<file path="config.mk">
export PLATFORM = sky130hd
export DESIGN_NAME = qdc_top
export DESIGN_NICKNAME = d
export VERILOG_FILES = /design/src/shared/qdc_pkg.sv /design/src/shared/qdc_phase_if.sv /design/src/verilog/qdc_filter.sv /design/src/verilog/qdc_inhibit.sv /design/src/verilog/qdc_top.sv
export SDC_FILE = /design/constraint.sdc
export NUM_CORES = 1
export LEC_CHECK = 0
export ABC_AREA = 1
export BUFFER_PORTS_ARGS = -buffer_cell sky130_fd_sc_hd__buf_2
export CORE_MARGIN = 4
export CORE_UTILIZATION = 28
export DETAILED_ROUTE_END_ITERATION = 10
export PLACE_DENSITY = 0.4
export SYNTH_ARGS = -nofsm -noshare
export SYNTH_HDL_FRONTEND = slang
export SYNTH_SLANG_ARGS = --single-unit
</file>
<file path="constraint.sdc">
create_clock -name CLK_I -period 2.5 [get_ports CLK_I]
set_input_delay 0.5 -clock CLK_I [delete_from_list [all_inputs] [get_ports CLK_I]]
set_output_delay 0.5 -clock CLK_I [all_outputs]
set_load 0.01 [all_outputs]
</file>
<file path="src/shared/qdc_pkg.sv">
// qdc_pkg: shared widths, reset values and state codes of the
// quadrature decoder/counter.
// assumes a single 10 MHz system clock.
package qdc_pkg;

  localparam int CLK_PERIOD_NS = 100;
  localparam int HIST_W = 4;
  localparam int QUAL_EDGES = 3;
  localparam int CNT_W = 16;
  localparam int BYTE_W = 8;
  localparam int PHASES = 2;

  localparam logic [CNT_W-1:0] CNT_RST = 16'h0000;
  localparam logic [CNT_W-1:0] CNT_MAX = 16'hFFFF;
  localparam logic [HIST_W-1:0] HIST_RST = 4'h0;
  localparam logic [PHASES-1:0] PHASE_RST = 2'h0;

  // gray-coded read-hold states along the two-byte read
  typedef enum logic [1:0] {
    QDC_LOADING = 2'b00,
    QDC_HELD = 2'b01,
    QDC_RELEASING = 2'b11
  } qdc_hold_type;

endpackage : qdc_pkg

</file>
<file path="src/shared/qdc_phase_if.sv">
// qdc_phase_if: filtered encoder phases from filter to decoder.
// assumes both ends run on the same system clock.
`timescale 1ns/1ps
interface qdc_phase_if;
  logic [1:0] filt;
  modport src (output filt);
  modport dst (input filt);
endinterface : qdc_phase_if

</file>
<file path="src/verilog/qdc_filter.sv">
// qdc_filter: four-bit history and three-edge qualifier per phase.
// assumes raw phases are sampled only on rising clock edges.
`timescale 1ns/1ps
module qdc_filter
  import qdc_pkg::*;
(
  // clock and control
  input wire logic clk_i,
  input wire logic srst_i,
  input wire logic ce_i,
  input wire logic rst_low_n_i,
  // raw phases, bit 0 is phase a
  input wire logic [PHASES-1:0] raw_i,
  // filtered phases
  qdc_phase_if.src phase
);

  genvar g;
  generate
    for (g = 0; g < PHASES; g++) begin : g_ch
      logic [HIST_W-1:0] hist_q;
      logic [HIST_W-1:0] hist_d;
      logic filt_q;
      logic filt_d;

      // bit 0 is the sampling stage, bits 3..1 the qualifying edges
      always_comb begin
        hist_d = hist_q;
        filt_d = filt_q;
        if (srst_i) begin
          hist_d = HIST_RST;
          filt_d = 1'b0;
        end else if (ce_i) begin
          hist_d = {hist_q[HIST_W-2:0], raw_i[g]};
          if (&hist_q[HIST_W-1:1]) begin
            filt_d = 1'b1;
          end else if (~|hist_q[HIST_W-1:1]) begin
            filt_d = 1'b0;
          end
        end
      end

      always_ff @(posedge clk_i or negedge rst_low_n_i) begin
        if (!rst_low_n_i) begin
          hist_q <= HIST_RST;
          filt_q <= 1'b0;
        end else begin
          hist_q <= hist_d;
          filt_q <= filt_d;
        end
      end

      assign phase.filt[g] = filt_q;
    end
  endgenerate

endmodule : qdc_filter

</file>
<file path="src/verilog/qdc_inhibit.sv">
// qdc_inhibit: falling-edge read-hold logic for the position latch.
// assumes output enable and byte select are synchronous to the clock.
`timescale 1ns/1ps
module qdc_inhibit
  import qdc_pkg::*;
(
  // clock and control
  input wire logic clk_i,
  input wire logic srst_i,
  input wire logic ce_i,
  input wire logic rst_low_n_i,
  // bus controls
  input wire logic oe_n_i,
  input wire logic sel_i,
  // hold towards the latch
  output logic inhibit_o
);

  qdc_hold_type state_q;
  qdc_hold_type state_d;

  always_comb begin
    state_d = state_q;
    if (srst_i) begin
      state_d = QDC_LOADING;
    end else if (ce_i) begin
      unique case (state_q)
        QDC_LOADING: begin
          // select high alone never engages the hold
          if (!oe_n_i && !sel_i) begin
            state_d = QDC_HELD;
          end
        end
        QDC_HELD: begin
          if (!oe_n_i && sel_i) begin
            state_d = QDC_RELEASING;
          end
        end
        QDC_RELEASING: begin
          if (oe_n_i) begin
            state_d = QDC_LOADING;
          end else if (!sel_i) begin
            state_d = QDC_HELD;
          end
        end
        default: state_d = QDC_LOADING;
      endcase
    end
  end

  always_ff @(negedge clk_i or negedge rst_low_n_i) begin
    if (!rst_low_n_i) begin
      state_q <= QDC_LOADING;
    end else begin
      state_q <= state_d;
    end
  end

  assign inhibit_o = (state_q != QDC_LOADING);

endmodule : qdc_inhibit

</file>
<file path="src/verilog/qdc_top.sv">
// qdc_top: quadrature decoder, 16-bit counter, position latch and
// two-byte read bus with count, direction and cascade outputs.
// assumes a free-running clock; the host drives the bus controls
// synchronously to it and joins the read bus from the enable.
//
// How it works
// - each phase sampled into four-bit history
// - filtered level needs three equal samples
// - accepted change reaches counter within seven clocks
// - one count per valid state transition
// - a leading b counts up, else down
// - double-phase changes need no error flag
// - sixteen-bit up/down counter on rising edges
// - counter wraps freely, no saturation
// - low reset input clears the counter
// - latch loads counter unless inhibited
// - low reset clears latch asynchronously
// - latch resumes loading after two-byte read
// - controls sampled on falling clock edge
// - low reset clears the inhibit state
// - selected latch byte driven while enabled
// - half-clock count pulse on each count
// - direction valid one clock around pulse edge
// - pulses and direction ignore inhibit
// - select low high byte, high low byte
// - half-clock cascade pulse on wrap
// - inhibit set and two-step clear sequence
`timescale 1ns/1ps
module qdc_top
  import qdc_pkg::*;
(
  // clock and resets
  input wire logic CLK_I,
  input wire logic SRST_I,
  input wire logic CE_I,
  input wire logic RESET_LOW_N_I,
  // encoder phases
  input wire logic ENCODER_PHASE_A_I,
  input wire logic ENCODER_PHASE_B_I,
  // host read bus
  input wire logic OUTPUT_ENABLE_N_I,
  input wire logic BYTE_SEL_I,
  output logic [BYTE_W-1:0] READ_BUS_O,
  output logic READ_BUS_OE_O,
  // count and cascade outputs
  output logic DECODER_COUNT_PULSE_O,
  output logic OVERFLOW_CARRY_PULSE_O,
  output logic COUNT_UP_O
);

  // returns {count, up} for one step between two phase states
  function automatic logic [1:0] qdc_decode(input logic [1:0] prev,
                                            input logic [1:0] cur);
    logic [1:0] res;
    res = 2'b00;
    // state is {b, a}; a leading b walks 00 01 11 10
    unique case ({prev, cur})
      4'b0001, 4'b0111, 4'b1110, 4'b1000: res = 2'b11;
      4'b0100, 4'b1101, 4'b1011, 4'b0010: res = 2'b10;
      // no change, or both phases moved at once: dropped without any flag
      default: res = 2'b00;
    endcase
    return res;
  endfunction : qdc_decode

  qdc_phase_if phase ();

  logic inhibit;

  qdc_filter u_filter (
    .clk_i(CLK_I),
    .srst_i(SRST_I),
    .ce_i(CE_I),
    .rst_low_n_i(RESET_LOW_N_I),
    .raw_i({ENCODER_PHASE_B_I, ENCODER_PHASE_A_I}),
    .phase(phase.src)
  );

  qdc_inhibit u_inhibit (
    .clk_i(CLK_I),
    .srst_i(SRST_I),
    .ce_i(CE_I),
    .rst_low_n_i(RESET_LOW_N_I),
    .oe_n_i(OUTPUT_ENABLE_N_I),
    .sel_i(BYTE_SEL_I),
    .inhibit_o(inhibit)
  );

  // decoder stage: registered so direction leads the count by a clock
  logic [1:0] prev_q;
  logic [1:0] prev_d;
  logic evt_q;
  logic evt_d;
  logic up_q;
  logic up_d;
  logic [1:0] step;

  always_comb begin
    step = qdc_decode(prev_q, phase.filt);
    prev_d = prev_q;
    evt_d = evt_q;
    up_d = up_q;
    if (SRST_I) begin
      prev_d = PHASE_RST;
      evt_d = 1'b0;
      up_d = 1'b0;
    end else if (CE_I) begin
      prev_d = phase.filt;
      evt_d = step[1];
      // direction only moves with a count, so it holds around the pulse
      if (step[1]) begin
        up_d = step[0];
      end
    end
  end

  always_ff @(posedge CLK_I or negedge RESET_LOW_N_I) begin
    if (!RESET_LOW_N_I) begin
      prev_q <= PHASE_RST;
      evt_q <= 1'b0;
      up_q <= 1'b0;
    end else begin
      prev_q <= prev_d;
      evt_q <= evt_d;
      up_q <= up_d;
    end
  end

  // position counter, latch and pulse toggles
  logic [CNT_W-1:0] cnt_q;
  logic [CNT_W-1:0] cnt_d;
  logic [CNT_W-1:0] latch_q;
  logic [CNT_W-1:0] latch_d;
  logic dcd_tog_q;
  logic dcd_tog_d;
  logic cas_tog_q;
  logic cas_tog_d;
  logic wrap;

  always_comb begin
    cnt_d = cnt_q;
    latch_d = latch_q;
    dcd_tog_d = dcd_tog_q;
    cas_tog_d = cas_tog_q;
    wrap = up_q ? (cnt_q == CNT_MAX) : (cnt_q == CNT_RST);
    if (SRST_I) begin
      cnt_d = CNT_RST;
      latch_d = CNT_RST;
      dcd_tog_d = 1'b0;
      cas_tog_d = 1'b0;
    end else if (CE_I) begin
      if (evt_q) begin
        // plain modular add: wraps without saturating
        cnt_d = up_q ? cnt_q + 16'h0001 : cnt_q - 16'h0001;
        dcd_tog_d = ~dcd_tog_q;
        if (wrap) begin
          cas_tog_d = ~cas_tog_q;
        end
      end
      // latch takes the value the counter held before this edge
      if (!inhibit) begin
        latch_d = cnt_q;
      end
    end
  end

  always_ff @(posedge CLK_I or negedge RESET_LOW_N_I) begin
    if (!RESET_LOW_N_I) begin
      cnt_q <= CNT_RST;
      latch_q <= CNT_RST;
      dcd_tog_q <= 1'b0;
      cas_tog_q <= 1'b0;
    end else begin
      cnt_q <= cnt_d;
      latch_q <= latch_d;
      dcd_tog_q <= dcd_tog_d;
      cas_tog_q <= cas_tog_d;
    end
  end

  // falling-edge copies close each pulse after half a clock
  logic dcd_fall_q;
  logic dcd_fall_d;
  logic cas_fall_q;
  logic cas_fall_d;

  always_comb begin
    dcd_fall_d = dcd_fall_q;
    cas_fall_d = cas_fall_q;
    if (SRST_I) begin
      dcd_fall_d = 1'b0;
      cas_fall_d = 1'b0;
    end else if (CE_I) begin
      dcd_fall_d = dcd_tog_q;
      cas_fall_d = cas_tog_q;
    end
  end

  always_ff @(negedge CLK_I or negedge RESET_LOW_N_I) begin
    if (!RESET_LOW_N_I) begin
      dcd_fall_q <= 1'b0;
      cas_fall_q <= 1'b0;
    end else begin
      dcd_fall_q <= dcd_fall_d;
      cas_fall_q <= cas_fall_d;
    end
  end

  // xor of two flops: no gating on the clock itself
  assign DECODER_COUNT_PULSE_O = dcd_tog_q ^ dcd_fall_q;
  assign OVERFLOW_CARRY_PULSE_O = cas_tog_q ^ cas_fall_q;
  assign COUNT_UP_O = up_q;

  // byte mux straight from the latch flops
  assign READ_BUS_O = BYTE_SEL_I ? latch_q[BYTE_W-1:0]
                                 : latch_q[CNT_W-1:BYTE_W];
  assign READ_BUS_OE_O = ~OUTPUT_ENABLE_N_I;

endmodule : qdc_top
</file>
==> flow_summary_export.csv <==
group,metric,value,unit
synth,ys_seq_area_share,39.4,%
floorplanning,pin_count,20,
power_and_ir_drop,p_clk_share,42.8,%
setup_path,arrival,2300,ps
cts,ctsRootBufferMaster,"clkbuf_16",
floorplanning,die-area,13600,um2
power_and_ir_drop,swShare,24.4,%
flow_run,cap_violations,0,
run_status,status,"finished with violations",
final_layout,post-route-util,33.7,%
detailed_routing,final_antenna_net_count,0,
timing,relSlewSlack,75.6,%
global_routing,track_usage,13.6,%
setup_path,regToRegSetupSlack,130,ps
synth,ys.flop_type,"dfrtp_1",
synth,yosysUniqueCellTypes,35,
power_and_ir_drop,power.internal,1470,uW
power_and_ir_drop,p_switching,475,uW
cts,htreeDepth,2,
detailed_routing,drt_first_iter_violations,126,
floorplanning,fp.dieH,117,um
detailed_routing,vias_per_cell,4.56,
placed_design,hpwlAfterDp,6.86,mm
power_and_ir_drop,p_leak,0.00199,uW
min_path,min_path_type,"input pin to async pin",
placed_design,io_buffers,19,
placed_design,dp_slack,-132,ps
final_layout,layoutNonFillerInstCount,634,
timing,rsz0062_at_grt,"true",
final_layout,n_antenna_cell,0,
floorplanning,rows,39,
global_routing,grt-ovfl-total,0,
setup_path,required,2000,ps
placed_design,gp_routability_congestion,0.844,
global_routing,grt_start_max_net_pins,29,
timing,maxSlewViolCount,0,
setup_path,ff2ff_path_depth,5,
detailed_routing,wl,8.78,mm
synth,ys_warn_count,0,
synth,synth_edf_count,0,
synth,synth.avg_cell_area,7.30,um2
power_and_ir_drop,p_comb_share,12.3,%
floorplanning,core_area,11500,um2
power_and_ir_drop,ir_drop,419,uV
final_layout,layout-drive-gt1-share,13.0,%
timing,setup_violations,2,
timing,timing.final.ws_setup,-304,ps
setup_path,end_kind,"primary output",
synth,synth_nets,480,
detailed_routing,drc,0,
final_layout,nets,517,
placed_design,placed_cells,625,
synth,synthCells,453,
power_and_ir_drop,pwr_density_cell,504,nW/um2
synth,synth-seq-cells,52,
power_and_ir_drop,seq_power_share,44.9,%
floorplanning,initial_core_util,28.8,%
run_status,violations,"setup timing",
cts,path_clk_slew,70,ps
timing,hold_violations,0,
global_routing,antenna_found_initial,0,
setup_path,crit_type,"register to primary output",
setup_path,critPathLaunchType,"register",
cts,tritoncts,"built",
final_layout,layout_common_cells,"130 x nand2_1, 77 x inv_1, 48 x dfrtp_1",
floorplanning,die_x,117,um
detailed_routing,wl_per_cell,13.8,um
global_routing,grt_pass1_wl,14.6,mm
detailed_routing,drt_pass1_iterations,4,
detailed_routing,vias,2891,
final_layout,syn2layout_area_growth,16.8,%
final_layout,n_fill_cell,1239,
global_routing,grt_pass1_vias,2769,
timing,holdWs,78.7,ps
cts,cts_buffers,5,
cts,clock_path_buffers,2,
synth,async_reset_ff_share,100,%
final_layout,final_common_cell,"nand2_1",
synth,synth_area,3310,um2
cts,clk_latency,310,ps
timing,worst_pin_slew,366,ps
setup_path,cp_max_fo,2,
timing,clock_skew,20.8,ps
cts,numClockSinks,52,
==> worst max-delay path: stages (launching register included) <==
cell and delay, ps:
dfrtn_1 420, xor2_1 170, buf_2 150
==> sequential cells by signal (all words and copies together), names as in the netlist <==
signal and cells:
prev_q 2, latch_q 16, cnt_q 16, COUNT_UP_O 1, u_filter.g_ch.filt_q 2, u_filter.g_ch.hist_q 8, u_inhibit.state_q 2, evt_q 1
dcd_tog_q 1, cas_fall_q 1, dcd_fall_q 1, cas_tog_q 1
==> path summary, 6_finish.rpt <==
| kind | endpoint | start |
|---|---|---|
| worst min register to register | cas_fall_q | cas_fall_q |
| worst max-delay path | OVERFLOW_CARRY_PULSE_O | cas_fall_q |
| min in group CLK_I | u_filter.g_ch[1].hist_q[0] | ENCODER_PHASE_B_I |
| max in group asynchronous | dcd_fall_q | RESET_LOW_N_I |
| worst min-delay path | latch_q[8] | RESET_LOW_N_I |
| worst max register to register | latch_q[2] | u_inhibit.state_q[1] |
==> kinds of logic (layout without fill, tap and decap cells) <==
group | Yosys count | count (layout) | share of synthesized area, %
flip-flops | 52 | 52 | 39.4
buffers and inverters | 89 | 127 | 11.2
XOR/XNOR | 4 | 4 | 1.06
AND/OR/NAND/NOR | 213 | 213 | 28.0
AO/OA/AOI/OAI | 76 | 76 | 13.0
adder cells (fa/ha/maj) | 19 | 19 | 7.42
==> per-layer routing <==
metal  vias up  share of wire (%)  wire length (um)  global-route usage [%]
met3         7                3.2               277                    1.76
li1       1530                  -                 -                       -
met5         -                  0                 0                       0
met1      1323                 53              4650                    20.9
met4         0                1.2               105                    3.52
met2        31                 43              3740                    20.1
==> through the flow <==
step	TNS (ps)	total power, uW	instance area, um2
final	-596	1950	3860
after global routing	-714	2050	3860
after CTS	-665	1980	3850
after detailed placement	-253	1130	3670
after global placement	-178	1130	3670
after floorplan	-97.7	1040	3310
==> power groups by stage <==
stage	logic [uW]	registers, uW	clock network (uW)
after CTS	240	872	867
after global routing	266	876	906
after floorplan	141	895	0
final	240	873	833
after detailed placement	240	889	0
after global placement	235	891	0
==> layout make-up <==
| cell class | count | area [um2] | share of cell area [%] |
|---|---|---|---|
| Inverter | 80 | 303 | 7.84 |
| Multi-Input combinational cell | 312 | 1640 | 42.4 |
| Clock buffer | 7 | 153 | 3.95 |
| Clock inverter | 1 | 30.0 | 0.777 |
| Tap cell | 143 | 179 | 4.63 |
| Timing Repair Buffer | 39 | 258 | 6.67 |
| Sequential cell | 52 | 1300 | 33.7 |
==> cells in the mapped netlist, types with 6 or more instances <==
library cell	n	area [um2]
nand2_1	130	488
nand3_1	42	210
inv_1	77	289
o21ai_0	38	190
ha_1	18	225
dfrtp_1	48	1200
a21oi_1	14	70.1
o22ai_1	10	62.6
nor3_1	6	30.0
nor2_1	18	67.6
==> repair_timing <==
action,4_1_cts,5_1_grt
endpoints found under the setup margin,2,7
hold buffers,0,0
gates resized for setup,0,1
setup buffers,0,1
No activity file was read; power rests on OpenSTA's default activity.
